**src/core/rpfc_pkg.sv**
```systemverilog
// Package of constants and carriers for the fetch-address patch comparator.
// Assumes a 16-bit fetch address bus and a 16-bit special register bus.
package rpfc_pkg;

  // ==========================================================================
  // Register map, fields and reset values.
  localparam logic [15:0] RPFC_ADDR_PATCH_ADDRESS_0 = 16'hFF88;
  localparam logic [15:0] RPFC_ADDR_PATCH_ADDRESS_1 = 16'hFF8C;
  localparam logic [15:0] RPFC_ADDR_PATCH_CONTROL = 16'hFF8A;
  localparam int RPFC_BIT_HIT_FLAG_0 = 0;
  localparam int RPFC_BIT_ENABLE_0 = 1;
  localparam int RPFC_BIT_HIT_FLAG_1 = 2;
  localparam int RPFC_BIT_ENABLE_1 = 3;
  localparam logic [15:0] RPFC_RESET_PATCH_ADDRESS = 16'h0000;
  localparam logic [7:0] RPFC_RESET_PATCH_CONTROL = 8'h00;
  localparam logic [15:0] RPFC_REDIRECT_ADDRESS = 16'hF7FD;

  // ==========================================================================
  // Register bus request as seen by the block.
  typedef struct packed {
    logic wr_en;
    logic rd_en;
    logic word_access;
    logic [15:0] addr;
    logic [15:0] wdata;
  } rpfc_bus_req_t;

  // Branch request towards the fetch stage.
  typedef struct packed {
    logic req;
    logic [15:0] target;
  } rpfc_branch_t;

endpackage : rpfc_pkg

```
**src/core/rpfc_channel.sv**
```systemverilog
// One patch channel: holds a patch address and compares it with the fetch.
// Assumes the parent decodes register writes and supplies the enable bit.
`timescale 1ns/10ps
`default_nettype none
module rpfc_channel #(
  parameter int ADDR_W = 16
) (
  input wire logic sys_clk,
  input wire logic reset_n,
  input wire logic load,
  input wire logic [ADDR_W-1:0] load_value,
  input wire logic enable,
  input wire logic fetch_valid,
  input wire logic [ADDR_W-1:0] fetch_addr,
  output logic [ADDR_W-1:0] patch_addr,
  output logic hit
);
  import rpfc_pkg::*;

  // Elaboration check: the reset constant holds at most 16 address bits.
  if (ADDR_W < 1 || ADDR_W > 16) begin : g_bad_width
    $error("rpfc_channel supports ADDR_W from 1 to 16 only.");
  end

  logic [ADDR_W-1:0] addr_reg;
  logic [ADDR_W-1:0] addr_next;

  // ==========================================================================
  // Address register: a whole word per write, cleared on reset.
  always_comb begin
    addr_next = addr_reg;
    if (load) begin
      addr_next = load_value; // [RL5]
    end
  end

  always_ff @(posedge sys_clk) begin
    if (!reset_n) begin
      addr_reg <= RPFC_RESET_PATCH_ADDRESS[ADDR_W-1:0]; // [RL6]
    end else begin
      addr_reg <= addr_next;
    end
  end

  // Full-width compare on every fetch, gated by this channel's enable only.
  assign hit = enable && fetch_valid && // [RL3] [RL13]
               (fetch_addr == addr_reg); // [RL14]
  assign patch_addr = addr_reg;

endmodule // rpfc_channel
`default_nettype wire

```
**src/core/rpfc_top.sv**
```systemverilog
// Fetch-address patch comparator with two channels and a control register.
// Assumes a synchronous CPU register bus and a fetch stage that accepts a
// registered branch request one cycle after the matching fetch address.
`timescale 1ns/10ps
`default_nettype none
// Notes on behaviour
// (RL1) Two independent patch channels exist, each with its own address.
// (RL2) A channel patches only while its enable bit (1 or 3) is set.
// (RL3) Every fetch is compared with both addresses without any trigger.
// (RL4) A match on an enabled channel requests a branch to F7FDH.
// (RL5) Each patch address is written whole by one 16-bit write.
// (RL6) Reset clears both patch addresses to 0000H.
// (RL7) Reset clears the control register to 00H, disabling both channels.
// (RL8) Software loads an address only while its enable bit is 0.
// (RL9) Software loads only the first opcode byte address of an instruction.
// (RL10) Software avoids addresses 0000H to 007FH.
// (RL11) Software may use either channel alone and leave the other off.
// (RL12) A match sets the hit flag (bit 0 or 2); writes can only clear it.
// (RL13) Each channel is gated only by its own enable bit.
// (RL14) The compare covers all 16 address bits.
module rpfc_top #(
  parameter int ADDR_W = 16
) (
  input wire logic sys_clk,
  input wire logic reset_n,
  input wire rpfc_pkg::rpfc_bus_req_t bus_req,
  input wire logic fetch_valid,
  input wire logic [ADDR_W-1:0] fetch_addr,
  output rpfc_pkg::rpfc_branch_t branch,
  output logic [15:0] bus_rdata
);
  import rpfc_pkg::*;

  // Elaboration check: the register map and redirect are 16-bit.
  if (ADDR_W != 16) begin : g_bad_width
    $error("rpfc_top supports only ADDR_W of 16.");
  end

  logic [7:0] ctrl_reg;
  logic [7:0] ctrl_next;
  rpfc_branch_t branch_reg;
  rpfc_branch_t branch_next;
  logic [15:0] rdata_reg;
  logic [15:0] rdata_next;
  logic [1:0] load;
  logic [1:0] hit;
  logic [1:0] enable;
  logic [ADDR_W-1:0] paddr [2];
  logic ctrl_wr;

  // ==========================================================================
  // Register decode.
  assign load[0] = bus_req.wr_en && bus_req.word_access &&
                   (bus_req.addr == RPFC_ADDR_PATCH_ADDRESS_0); // [RL5]
  assign load[1] = bus_req.wr_en && bus_req.word_access &&
                   (bus_req.addr == RPFC_ADDR_PATCH_ADDRESS_1); // [RL5]
  assign ctrl_wr = bus_req.wr_en && (bus_req.addr == RPFC_ADDR_PATCH_CONTROL);
  assign enable[0] = ctrl_reg[RPFC_BIT_ENABLE_0]; // [RL2]
  assign enable[1] = ctrl_reg[RPFC_BIT_ENABLE_1]; // [RL2]

  // Two identical channels, one per patch address register.
  for (genvar i = 0; i < 2; i++) begin : g_chan // [RL1]
    rpfc_channel #(.ADDR_W(ADDR_W)) u_chan (
      .sys_clk(sys_clk),
      .reset_n(reset_n),
      .load(load[i]),
      .load_value(bus_req.wdata[ADDR_W-1:0]),
      .enable(enable[i]),
      .fetch_valid(fetch_valid),
      .fetch_addr(fetch_addr),
      .patch_addr(paddr[i]),
      .hit(hit[i])
    );
  end

  // ==========================================================================
  // Control register: enables are writable, hit flags only set by hardware.
  // Software may write 0 to a flag to clear it; a hit in that cycle wins.
  always_comb begin
    ctrl_next = ctrl_reg;
    if (ctrl_wr) begin
      ctrl_next[RPFC_BIT_ENABLE_0] = bus_req.wdata[RPFC_BIT_ENABLE_0];
      ctrl_next[RPFC_BIT_ENABLE_1] = bus_req.wdata[RPFC_BIT_ENABLE_1];
      ctrl_next[RPFC_BIT_HIT_FLAG_0] = ctrl_reg[RPFC_BIT_HIT_FLAG_0] &&
        bus_req.wdata[RPFC_BIT_HIT_FLAG_0]; // [RL12]
      ctrl_next[RPFC_BIT_HIT_FLAG_1] = ctrl_reg[RPFC_BIT_HIT_FLAG_1] &&
        bus_req.wdata[RPFC_BIT_HIT_FLAG_1]; // [RL12]
    end
    if (hit[0]) begin
      ctrl_next[RPFC_BIT_HIT_FLAG_0] = 1'b1; // [RL12]
    end
    if (hit[1]) begin
      ctrl_next[RPFC_BIT_HIT_FLAG_1] = 1'b1; // [RL12]
    end
    ctrl_next[7:4] = 4'h0;
  end

  // ==========================================================================
  // Branch request and read data, both registered.
  always_comb begin
    branch_next.req = |hit; // [RL4] [RL13]
    branch_next.target = RPFC_REDIRECT_ADDRESS; // [RL4]
    rdata_next = 16'h0000;
    if (bus_req.rd_en) begin
      case (bus_req.addr)
        RPFC_ADDR_PATCH_ADDRESS_0: rdata_next = paddr[0];
        RPFC_ADDR_PATCH_ADDRESS_1: rdata_next = paddr[1];
        RPFC_ADDR_PATCH_CONTROL: rdata_next = {8'h00, ctrl_reg};
        default: rdata_next = 16'h0000;
      endcase
    end
  end

  always_ff @(posedge sys_clk) begin
    if (!reset_n) begin
      ctrl_reg <= RPFC_RESET_PATCH_CONTROL; // [RL7]
      branch_reg <= '0;
      rdata_reg <= 16'h0000;
    end else begin
      ctrl_reg <= ctrl_next;
      branch_reg <= branch_next;
      rdata_reg <= rdata_next;
    end
  end

  assign branch = branch_reg;
  assign bus_rdata = rdata_reg;

  // ==========================================================================
  // Checks.
  property p_branch_on_hit;
    @(posedge sys_clk) disable iff (!reset_n)
      (fetch_valid && ctrl_reg[RPFC_BIT_ENABLE_0] &&
       fetch_addr == paddr[0]) |=> branch.req;
  endproperty
  a_branch_on_hit: assert property (p_branch_on_hit) // [RL4]
    else $error("Enabled match on channel 0 gave no branch.");

  property p_no_branch_disabled;
    @(posedge sys_clk) disable iff (!reset_n)
      (!ctrl_reg[RPFC_BIT_ENABLE_0] && !ctrl_reg[RPFC_BIT_ENABLE_1])
        |=> !branch.req;
  endproperty
  a_no_branch_disabled: assert property (p_no_branch_disabled) // [RL2]
    else $error("Branch raised with both channels disabled.");

  property p_target;
    @(posedge sys_clk) disable iff (!reset_n)
      branch.req |-> branch.target == RPFC_REDIRECT_ADDRESS;
  endproperty
  a_target: assert property (p_target) // [RL4]
    else $error("Branch target is not the redirect address.");

  property p_ch1_alone;
    @(posedge sys_clk) disable iff (!reset_n)
      (fetch_valid && ctrl_reg[RPFC_BIT_ENABLE_1] &&
       !ctrl_reg[RPFC_BIT_ENABLE_0] && fetch_addr == paddr[1])
        |=> branch.req && ctrl_reg[RPFC_BIT_HIT_FLAG_1];
  endproperty
  a_ch1_alone: assert property (p_ch1_alone) // [RL13]
    else $error("Channel 1 failed to act alone.");

  property p_flag_set;
    @(posedge sys_clk) disable iff (!reset_n)
      hit[0] |=> ctrl_reg[RPFC_BIT_HIT_FLAG_0];
  endproperty
  a_flag_set: assert property (p_flag_set) // [RL12]
    else $error("Hit flag 0 not set after match.");

  property p_flag_not_by_sw;
    @(posedge sys_clk) disable iff (!reset_n)
      (!ctrl_reg[RPFC_BIT_HIT_FLAG_1] && !hit[1])
        |=> !ctrl_reg[RPFC_BIT_HIT_FLAG_1];
  endproperty
  a_flag_not_by_sw: assert property (p_flag_not_by_sw) // [RL12]
    else $error("Hit flag 1 set without a match.");

  property p_load_word;
    @(posedge sys_clk) disable iff (!reset_n)
      load[1] |=> paddr[1] == $past(bus_req.wdata);
  endproperty
  a_load_word: assert property (p_load_word) // [RL5]
    else $error("Patch address 1 not loaded as a whole word.");

  property p_exact;
    @(posedge sys_clk) disable iff (!reset_n)
      (fetch_addr != paddr[0] && fetch_addr != paddr[1]) |=> !branch.req;
  endproperty
  a_exact: assert property (p_exact) // [RL14]
    else $error("Branch without an exact address match.");

  property p_ch0_alone;
    @(posedge sys_clk) disable iff (!reset_n)
      (fetch_valid && ctrl_reg[RPFC_BIT_ENABLE_0] &&
       !ctrl_reg[RPFC_BIT_ENABLE_1] && fetch_addr == paddr[0])
        |=> branch.req && ctrl_reg[RPFC_BIT_HIT_FLAG_0];
  endproperty
  a_ch0_alone: assert property (p_ch0_alone) // [RL13]
    else $error("Channel 0 failed to act alone.");

  property p_flag1_set;
    @(posedge sys_clk) disable iff (!reset_n)
      hit[1] |=> ctrl_reg[RPFC_BIT_HIT_FLAG_1];
  endproperty
  a_flag1_set: assert property (p_flag1_set) // [RL12]
    else $error("Hit flag 1 not set after match.");

  property p_flag0_not_by_sw;
    @(posedge sys_clk) disable iff (!reset_n)
      (!ctrl_reg[RPFC_BIT_HIT_FLAG_0] && !hit[0])
        |=> !ctrl_reg[RPFC_BIT_HIT_FLAG_0];
  endproperty
  a_flag0_not_by_sw: assert property (p_flag0_not_by_sw) // [RL12]
    else $error("Hit flag 0 set without a match.");

  // A byte-wide write must leave a patch address untouched.
  property p_load_refused;
    @(posedge sys_clk) disable iff (!reset_n)
      (bus_req.wr_en && !bus_req.word_access &&
       bus_req.addr == RPFC_ADDR_PATCH_ADDRESS_0) |=> $stable(paddr[0]);
  endproperty
  a_load_refused: assert property (p_load_refused) // [RL5]
    else $error("Patch address 0 changed on a byte-wide write.");

  property p_reset_clear;
    @(posedge sys_clk) !reset_n |=>
      ctrl_reg == RPFC_RESET_PATCH_CONTROL &&
      paddr[0] == RPFC_RESET_PATCH_ADDRESS &&
      paddr[1] == RPFC_RESET_PATCH_ADDRESS;
  endproperty
  a_reset_clear: assert property (p_reset_clear) // [RL6] [RL7]
    else $error("Registers not cleared by reset.");

endmodule // rpfc_top
`default_nettype wire

```
**config.mk**
```make
export PLATFORM = sky130hd
export DESIGN_NAME = rpfc_top
export DESIGN_NICKNAME = d
export VERILOG_FILES = /design/src/core/rpfc_pkg.sv /design/src/core/rpfc_channel.sv /design/src/core/rpfc_top.sv
export SDC_FILE = /design/constraint.sdc
export NUM_CORES = 1
export LEC_CHECK = 0
export BUFFER_PORTS_ARGS = -buffer_cell sky130_fd_sc_hd__buf_2
export CAP_MARGIN = 20
export CORE_MARGIN = 2
export CORE_UTILIZATION = 54
export CTS_CLUSTER_SIZE = 14
export DETAILED_ROUTE_END_ITERATION = 12
export PLACE_DENSITY = 0.84
export SKIP_CTS_REPAIR_TIMING = 1
export SLEW_MARGIN = 10
export SYNTH_ARGS = -nofsm -noshare
export SYNTH_HDL_FRONTEND = slang
export SYNTH_SLANG_ARGS = --single-unit
```
**constraint.sdc**
```tcl
create_clock -name sys_clk -period 4.35 [get_ports sys_clk]
set_input_delay 0.6525 -clock sys_clk [delete_from_list [all_inputs] [get_ports sys_clk]]
set_output_delay 0.6525 -clock sys_clk [all_outputs]
set_load 0.05 [all_outputs]
```
Word-level counts from Yosys, hierarchy flattened
Cells that the tools add are included.
W data, S select, Z words.
- flip-flop bits (word level): 73
- bits of input ports: 54
- output and inout port bits: 33
- word-level logic and storage cells: 33
- equality and inequality tests: 5
- muxes and demuxes: 5
- reductions and logical operators: 14
- operators by type and width (cell ; number):
    $eq A16 B16 Y1 const B ; 3
    $pmux W16 S3 ; 1
    $eq A16 B16 Y1 ; 2
    $mux W16 ; 1
    $logic_and A1 B1 Y1 ; 10
    $reduce_bool A2 Y1 ; 2
    $mux W3 ; 1
    $mux W1 ; 2
    $reduce_and A2 Y1 ; 1
    $reduce_or A2 Y1 ; 1

Logic depth before layout (Yosys ltp)
Gate-level depths: netlist of the first run.
- depth after elaboration: 4
- mapped depth: 6
- depth with buffers taken out: 4

Modules after synthesis
A second synthesis of the first run with hierarchy kept.
- cells, all modules: 258
- area total of the unflattened synthesis: 2566.2 um2
- modules (own cells, without submodules) (module ; times used ; cells each ; area each (um2) ; sequential area each (um2)):
    rpfc_channel ; 2 ; 73 ; 778.2 ; 320.3
    rpfc_top ; 1 ; 112 ; 1009.7 ; 440.4

Worst setup path before layout of the first run
Ideal clock, no wire load.
- kind: input port to flip-flop
- from: in bus_req[21] (netlist bit)
- to: reg g_chan[1].u_chan.addr_reg[10]
- setup time: 0.118 ns
- data arrival time: 1.903 ns
- required time: 4.232 ns
- path slack: 2.329 ns
- cell stages on the path: 6
- path buffers: 2
- path through: nor4b_4 > nand4_4 > or3_1 > buf_6 > buf_12 > mux2i_1
- word-level cells in the longest chain between the ends: 2
- ends and longest elaborated chain (what ; RTL line ; RTL):
    from (decl) ; rpfc_top.sv:26 ; input wire rpfc_pkg::rpfc_bus_req_t bus_req,
    $eq A16 B16 Y1 ; rpfc_top.sv:56 ; (bus_req.addr == RPFC_ADDR_PATCH_ADDRESS_1);
    $logic_and A1 B1 Y1 ; rpfc_top.sv:55 ; assign load[1] = bus_req.wr_en && bus_req.word_access &&
    to (signal assigned) ; rpfc_channel.sv:39 ; addr_reg <= RPFC_RESET_PATCH_ADDRESS[ADDR_W-1:0];
    to (signal assigned) ; rpfc_channel.sv:41 ; addr_reg <= addr_next;
    to (decl) ; rpfc_channel.sv:25 ; logic [ADDR_W-1:0] addr_reg;
Every way passes these cells.
A chain may end at the register's enable or synchronous reset.

Worst setup path after layout of the first run
- from: in bus_req[21] (netlist bit)
- to: reg g_chan[0].u_chan.addr_reg[12]
- word-level cells in the longest chain between the ends: 2
- ends and longest elaborated chain (what ; RTL line ; RTL):
    $eq A16 B16 Y1 ; rpfc_top.sv:54 ; (bus_req.addr == RPFC_ADDR_PATCH_ADDRESS_0);
    $logic_and A1 B1 Y1 ; rpfc_top.sv:53 ; assign load[0] = bus_req.wr_en && bus_req.word_access &&
    to (signal assigned) ; rpfc_channel.sv:39 ;
    to (signal assigned) ; rpfc_channel.sv:41 ;
    to (decl) ; rpfc_channel.sv:25 ;
Every way passes these cells.

==> report_table.html, run 1 <==
<table>
<tr><th>Metric</th><th>Value</th></tr>
<tr><th colspan="2">Power</th></tr>
<tr><td>Total power</td><td>0.920 mW</td></tr>
<tr><td>Power per standard cell area</td><td>305 nW/um^2</td></tr>
<tr><td>Leakage power total</td><td>1.32 nW</td></tr>
<tr><td>Maximum vdd drop</td><td>279 uV</td></tr>
<tr><th colspan="2">STA</th></tr>
<tr><td>Post-route clock skew</td><td>3.04 ps</td></tr>
<tr><td>TNS Setup</td><td>0 ps</td></tr>
<tr><td>Highest Clock Rate</td><td>434 MHz</td></tr>
<tr><td>Post-layout minimum cycle time</td><td>2310 ps</td></tr>
<tr><td>Final number of max-transition violations</td><td>0</td></tr>
<tr><td>Final hold violations</td><td>0</td></tr>
<tr><td>Worst-margin pin slew</td><td>1090 ps</td></tr>
<tr><td>Slew headroom</td><td>27.3%</td></tr>
<tr><td>Number of setup violations in the final report</td><td>0</td></tr>
<tr><td>Final period util</td><td>53.0%</td></tr>
<tr><td>Unrepaired setup endpoints after global routing</td><td>false</td></tr>
<tr><th colspan="2">Logic synthesis</th></tr>
<tr><td>Post-synth EDFFs</td><td>0</td></tr>
<tr><td>Register bit count reported by yosys</td><td>54</td></tr>
<tr><td>Yosys warning count</td><td>0</td></tr>
<tr><td>Synthesized area per cell</td><td>9.45 um^2</td></tr>
<tr><td>Top FF cell, synth</td><td>dfxtp_1</td></tr>
<tr><td>Cell accounting for the most synthesized area</td><td>dfxtp_1</td></tr>
<tr><td>Share of the synthesized area in the top cell type</td><td>41.6%</td></tr>
<tr><td>Asr flop ratio synth</td><td>0%</td></tr>
<tr><td>Leading cell types by total area after synthesis</td><td>dfxtp_1 42%, mux2i_1 19%, xnor2_1 11%</td></tr>
<tr><td>Top post-synthesis cells by count</td><td>54 x dfxtp_1, 54 x nand2_1, 50 x mux2i_1</td></tr>
<tr><td>Number of distinct standard cells referenced by the synthesized netlist</td><td>30</td></tr>
<tr><td>Synthesized instance count</td><td>275</td></tr>
<tr><td>Post-synthesis sequential area ratio</td><td>41.6%</td></tr>
<tr><td>Combined area of all synthesized cells</td><td>2600 um^2</td></tr>
<tr><th colspan="2">Layout</th></tr>
<tr><td>Number of flip-flops in the largest register</td><td>32</td></tr>
<tr><td>P&amp;R area growth vs syn</td><td>16.1%</td></tr>
<tr><td>Layout cells sized above 1</td><td>28.4%</td></tr>
<tr><td>Fill count</td><td>393</td></tr>
<tr><td>Final layout net count</td><td>394</td></tr>
<tr><td>Multi-input logic area</td><td>1330 um^2</td></tr>
<tr><td>Total area of sequential cells</td><td>1080 um^2</td></tr>
<tr><td>Antenna diode count</td><td>0</td></tr>
<tr><th colspan="2">CTS</th></tr>
<tr><td>Clock latency of the later-clocked register in the worst-skew pair</td><td>310 ps</td></tr>
<tr><td>Number of sinks handled by clock tree synthesis</td><td>54</td></tr>
<tr><td>Clk pin slew, worst setup/hold paths</td><td>90 ps</td></tr>
<tr><td>CTS buffer count</td><td>5</td></tr>
<tr><td>TritonCTS clock tree</td><td>built</td></tr>
<tr><td>Number of buffers on the longest clock path</td><td>2</td></tr>
<tr><td>H-tree level count</td><td>2</td></tr>
<tr><td>Clock tree root driver cell</td><td>clkbuf_8</td></tr>
<tr><th colspan="2">Routing</th></tr>
<tr><td>Antenna-violating nets left</td><td>0</td></tr>
<tr><td>Total detailed-routing wirelength</td><td>5380 um</td></tr>
<tr><td>Routed via count divided by cell count</td><td>5.17</td></tr>
<tr><td>Remaining DRCs</td><td>0</td></tr>
<tr><td>Drt first pass iters</td><td>4</td></tr>
<tr><td>Total vias in the final route</td><td>2044</td></tr>
<tr><td>Wirelength per Cell</td><td>13.6 um</td></tr>
<tr><td>Count of routing violations after the opening detailed-route iteration</td><td>150</td></tr>
<tr><th colspan="2">Die</th></tr>
<tr><td>Effective utilization at floorplan</td><td>55.4%</td></tr>
<tr><td>Std-Cell Rows</td><td>25</td></tr>
<tr><td>CORE AREA</td><td>4690 um^2</td></tr>
<tr><td>Y dimension of the die</td><td>73.4 um</td></tr>
<tr><td>Die span in x</td><td>73.4 um</td></tr>
<tr><td>DIE AREA</td><td>5390 um^2</td></tr>
<tr><td>Boundary pin count</td><td>87</td></tr>
<tr><th colspan="2">GRT</th></tr>
<tr><td>Total congestion overflow</td><td>0</td></tr>
<tr><td>Number of antenna violations at the first check in global routing</td><td>0</td></tr>
<tr><td>Global routing usage summed across all routing layers</td><td>20.7%</td></tr>
<tr><td>Vias in the first global route</td><td>1928</td></tr>
<tr><td>First-pass GRT wire length</td><td>8480 um</td></tr>
<tr><td>Largest net degree at the start of global routing</td><td>54</td></tr>
<tr><th colspan="2">Placed design</th></tr>
<tr><td>Count of input and output buffers</td><td>84</td></tr>
<tr><td>Estimated wirelength of the detail-placed design</td><td>4020 um</td></tr>
<tr><td>Weighted congestion at the end of routability-driven global placement</td><td>0.833</td></tr>
<tr><th colspan="2">Setup path</th></tr>
<tr><td>Worst Setup End Kind</td><td>flop</td></tr>
<tr><td>CP startpoint kind</td><td>input pin</td></tr>
<tr><td>Arrival time of the worst setup path</td><td>2530 ps</td></tr>
<tr><td>Req. time, crit path</td><td>4570 ps</td></tr>
<tr><td>Cell depth of the worst flop-to-flop path</td><td>4</td></tr>
<tr><td>Critical Path Fanout Max</td><td>16</td></tr>
<tr><td>Critical path class</td><td>in -&gt; reg</td></tr>
<tr><th colspan="2">Hold path</th></tr>
<tr><td>Class of the most critical hold timing path</td><td>reg -&gt; reg</td></tr>
<tr><td>Hold-critical path depth</td><td>2</td></tr>
<tr><th colspan="2">Job</th></tr>
<tr><td>Number of max-cap violations</td><td>0</td></tr>
<tr><th colspan="2">Run status</th></tr>
<tr><td>Status</td><td>finished clean</td></tr>
</table>
-- cell type report --
cell class / instances / share of cell area [%]
inverters: 1 / 0.124
well taps: 54 / 2.24
clock buffers: 8 / 3.65
repair buffers: 85 / 14.2
multi-input cells: 193 / 44.0
flip-flops and latches: 54 / 35.8
-- per-layer routing --
metal  global-route usage (%)  share of wire (%)  vias up
li1                         -                  -     1033
met1                     23.8                 43      934
met2                     36.5                 50       62
met3                     4.80                5.4       15
met4                     9.09                2.4        0
met5                        0                  0        -
-- worst paths after layout --
| path | to | slack [ps] | start |
|---|---|---|---|
| setup reg to reg | branch[16] | 2840 | g_chan[0].u_chan.patch_addr[2] |
| hold / removal | g_chan[0].u_chan.patch_addr[4] | 490 | g_chan[0].u_chan.patch_addr[4] |
| setup / recovery | g_chan[0].u_chan.patch_addr[12] | 2040 | bus_req[21] |
| hold reg to reg | g_chan[0].u_chan.patch_addr[4] | 490 | g_chan[0].u_chan.patch_addr[4] |
-- through the flow --
stage	hold WS, ps	instances	util, %	area (um^2)	worst slack, ps
global route	496	395	64.3	3020	1960
detailed placement	479	387	62.0	2910	1740
global placement	470	387	62.0	2910	1860
finish	487	395	64.3	3020	2040
CTS	484	395	64.3	3020	2070
floorplan	448	276	-	2600	2330
-- logic make-up (layout without fill, tap and decap cells) --
group           after synthesis  count (layout)  share of synthesized area, %
simple gates                101             101                          18.9
flops                        54              54                          41.6
mux                          50              50                          19.2
xor+xnor                     32              32                          10.8
buf+inv                      29              94                          7.46
compound gates                8               8                          1.92
other cells                   1               2                         0.144
-- critical path: stages --
cell	delay, ps
buf_2	110
nor4b_4	330
nand4_4	170
nor3_4	900
mux2i_1	350
-- placed cells by master (no fill, tap or decap), types with 4 or more instances in the layout --
cell type	instances
clkbuf_8	8
nand2_1	54
buf_2	84
mux2i_1	50
a31oi_1	4
nor2_1	21
nand4_1	8
dfxtp_1	54
xnor2_1	32
-- power by group --
| part | switching (mW) | internal (mW) |
|---|---|---|
| Combinational | 0.0696 | 0.0394 |
| Sequential | 0.00116 | 0.494 |
| Clock | 0.155 | 0.161 |
Note: power is estimated with default switching activity, not from simulation.
==> run 2, diff against run 1 <==
Settings changed: CORE_UTILIZATION 54 to 50, PLACE_DENSITY 0.84 to 0.78.
Clock period 4.35 ns to 2.2 ns, I/O delays scaled along.
==> run 2 against run 1 <==
Compared with the run above: flip-flop and latch count unchanged; clock power rose to 2.6 times the previous value; first-iteration DRC count down 57%.
==> report_table.html, run 2 (synthesis results as in run 1) <==
<table>
<tr><th>Metric</th><th>Value</th></tr>
<tr><th colspan="2">Run status</th></tr>
<tr><td>Status</td><td>finished clean</td></tr>
<tr><th colspan="2">GRT</th></tr>
<tr><td>Number of antenna violations at the first check in global routing</td><td>0 (unchanged)</td></tr>
<tr><td>First-pass GRT wire length</td><td>8970 um (+5.8%)</td></tr>
<tr><td>Total congestion overflow</td><td>0 (unchanged)</td></tr>
<tr><td>Vias in the first global route</td><td>1970 (+2.2%)</td></tr>
<tr><td>Global routing usage summed across all routing layers</td><td>19.3% (-1.4 points)</td></tr>
<tr><td>Largest net degree at the start of global routing</td><td>36 (-33%)</td></tr>
<tr><th colspan="2">STA</th></tr>
<tr><td>Post-route clock skew</td><td>10.5 ps (+7.44 ps)</td></tr>
<tr><td>Highest Clock Rate</td><td>655 MHz</td></tr>
<tr><td>Final number of max-transition violations</td><td>0 (unchanged)</td></tr>
<tr><td>Unrepaired setup endpoints after global routing</td><td>false</td></tr>
<tr><td>Post-layout minimum cycle time</td><td>1530 ps</td></tr>
<tr><td>Slew headroom</td><td>64.5% (+37 points)</td></tr>
<tr><td>Worst-margin pin slew</td><td>532 ps (-555 ps)</td></tr>
<tr><td>TNS Setup</td><td>0 ps (unchanged)</td></tr>
<tr><td>Final hold violations</td><td>0 (unchanged)</td></tr>
<tr><td>Final period util</td><td>69.4%</td></tr>
<tr><td>Number of setup violations in the final report</td><td>0 (unchanged)</td></tr>
<tr><th colspan="2">Routing</th></tr>
<tr><td>Total vias in the final route</td><td>2073 (+1.4%)</td></tr>
<tr><td>Routed via count divided by cell count</td><td>5.01 (-3.2%)</td></tr>
<tr><td>Wirelength per Cell</td><td>13.4 um (-1.6%)</td></tr>
<tr><td>Total detailed-routing wirelength</td><td>5550 um (+3.1%)</td></tr>
<tr><td>Drt first pass iters</td><td>4 (unchanged)</td></tr>
<tr><td>Remaining DRCs</td><td>0 (unchanged)</td></tr>
<tr><td>Antenna-violating nets left</td><td>0 (unchanged)</td></tr>
<tr><td>Count of routing violations after the opening detailed-route iteration</td><td>65 (-57%)</td></tr>
<tr><th colspan="2">Layout</th></tr>
<tr><td>Number of flip-flops in the largest register</td><td>32 (unchanged)</td></tr>
<tr><td>Utilization after layout</td><td>61.0% (-3.4 points)</td></tr>
<tr><td>Final layout net count</td><td>397 (+0.76%)</td></tr>
<tr><td>Most common library cell in the layout ignoring fill and taps</td><td>buf_2</td></tr>
<tr><td>Layout cells sized above 1</td><td>29.1% (+0.62 points)</td></tr>
<tr><td>Antenna diode count</td><td>0 (unchanged)</td></tr>
<tr><td>Fill count</td><td>473 (+20%)</td></tr>
<tr><td>P&amp;R area growth vs syn</td><td>19.0%</td></tr>
<tr><td>Summed area of non-filler cells in the final layout</td><td>3090 um^2 (+2.5%)</td></tr>
<tr><td>Most frequent cells in the layout</td><td>84 x buf_2, 54 x nand2_1, 54 x dfxtp_1</td></tr>
<tr><th colspan="2">Job</th></tr>
<tr><td>Number of max-cap violations</td><td>0 (unchanged)</td></tr>
<tr><th colspan="2">CTS</th></tr>
<tr><td>TritonCTS clock tree</td><td>built</td></tr>
<tr><td>Clock tree root driver cell</td><td>clkbuf_8</td></tr>
<tr><td>Number of sinks handled by clock tree synthesis</td><td>54 (unchanged)</td></tr>
<tr><td>Number of buffers on the longest clock path</td><td>2 (unchanged)</td></tr>
<tr><td>Clk pin slew, worst setup/hold paths</td><td>100 ps (about the same)</td></tr>
<tr><td>Clock latency of the later-clocked register in the worst-skew pair</td><td>310 ps (about the same)</td></tr>
<tr><td>CTS buffer count</td><td>5 (unchanged)</td></tr>
<tr><td>H-tree level count</td><td>2 (unchanged)</td></tr>
<tr><th colspan="2">Setup path</th></tr>
<tr><td>Critical Path Fanout Max</td><td>16 (unchanged)</td></tr>
<tr><td>FF-to-FF setup slack</td><td>690 ps (-2150 ps)</td></tr>
<tr><td>Worst Setup End Kind</td><td>flop</td></tr>
<tr><td>CP startpoint kind</td><td>input pin</td></tr>
<tr><td>Req. time, crit path</td><td>2440 ps (-2130 ps)</td></tr>
<tr><td>Critical path class</td><td>in -&gt; reg</td></tr>
<tr><td>Arrival time of the worst setup path</td><td>1760 ps (-770 ps)</td></tr>
<tr><th colspan="2">Power</th></tr>
<tr><td>Power per standard cell area</td><td>647 nW/um^2 (+110%)</td></tr>
<tr><td>Total power</td><td>2.00 mW (+120%)</td></tr>
<tr><td>Leakage power total</td><td>1.35 nW (+2.1%)</td></tr>
<tr><td>Maximum vdd drop</td><td>383 uV (+37%)</td></tr>
<tr><th colspan="2">Placed design</th></tr>
<tr><td>Weighted congestion at the end of routability-driven global placement</td><td>0.807 (-3.1%)</td></tr>
<tr><td>Count of input and output buffers</td><td>84 (unchanged)</td></tr>
<tr><td>Post-place instance area</td><td>2950 um^2 (+1.5%)</td></tr>
<tr><td>Estimated wirelength of the detail-placed design</td><td>4140 um (+2.8%)</td></tr>
<tr><th colspan="2">Die</th></tr>
<tr><td>Std-Cell Rows</td><td>26 (+4.0%)</td></tr>
<tr><td>Effective utilization at floorplan</td><td>51.2% (-4.2 points)</td></tr>
<tr><td>DIE AREA</td><td>5790 um^2 (+7.5%)</td></tr>
<tr><td>Die span in x</td><td>76.1 um (+3.7%)</td></tr>
<tr><td>Boundary pin count</td><td>87 (unchanged)</td></tr>
<tr><td>CORE AREA</td><td>5070 um^2 (+8.2%)</td></tr>
<tr><td>Y dimension of the die</td><td>76.1 um (+3.7%)</td></tr>
<tr><th colspan="2">Hold path</th></tr>
<tr><td>Class of the most critical hold timing path</td><td>in -&gt; reg</td></tr>
</table>
## run 2: changes by cell type in the layout (fill, tap and decap cells not counted)
cell | previous run | this run
bufinv_16 | 0 | 2
buf_4 | 1 | 4
clkbuf_8 | 8 | 6
## run 2: final timing paths
path	startpoint	cells past startpoint	end
worst max-delay path	bus_req[21]	6	g_chan[1].u_chan.patch_addr[10]
worst min-delay path	bus_req[5]	3	g_chan[1].u_chan.patch_addr[5]
worst max register to register	g_chan[0].u_chan.patch_addr[1]	4	ctrl_reg[0]
worst min register to register	ctrl_reg[3]	2	ctrl_reg[3]
## run 2: final cells by class
class	count	area, um^2	area share, %
well taps	70	87.6	2.83
repair buffers	88	450	14.6
clock buffers	6	82.6	2.67
multi-input cells	193	1330	42.9
inverters	1	3.75	0.121
clock inverters	2	60.1	1.94
flip-flops and latches	54	1080	34.9
## run 2: critical path: stages
cell and delay (ps):
buf_2 110, nor4b_4 330, nand4_4 170, or3_1 380, buf_4 240, mux2i_1 210
## run 2: report_power, final
part	internal [mW]	switching (mW)	total, mW
clock	0.485	0.321	0.806
sequential	0.977	0.00225	0.980
combinational	0.0786	0.139	0.218
total	1.54	0.462	2.00
## run 2: per-layer routing
metal	global-route usage, %	part of all wire, %	vias to the layer above
met5	0	0	-
met4	8.36	2.2	0
met3	2.84	5.3	11
met2	34.1	52	62
met1	23.5	41	956
li1	-	-	1044
## run 2: per-stage QoR
stage	worst slack, ps	instances	hold slack, ps
after floorplan	502	276	358
after global placement	378	406	464
after detailed placement	341	406	469
after CTS	645	414	271
after global routing	570	414	284
final	674	414	270
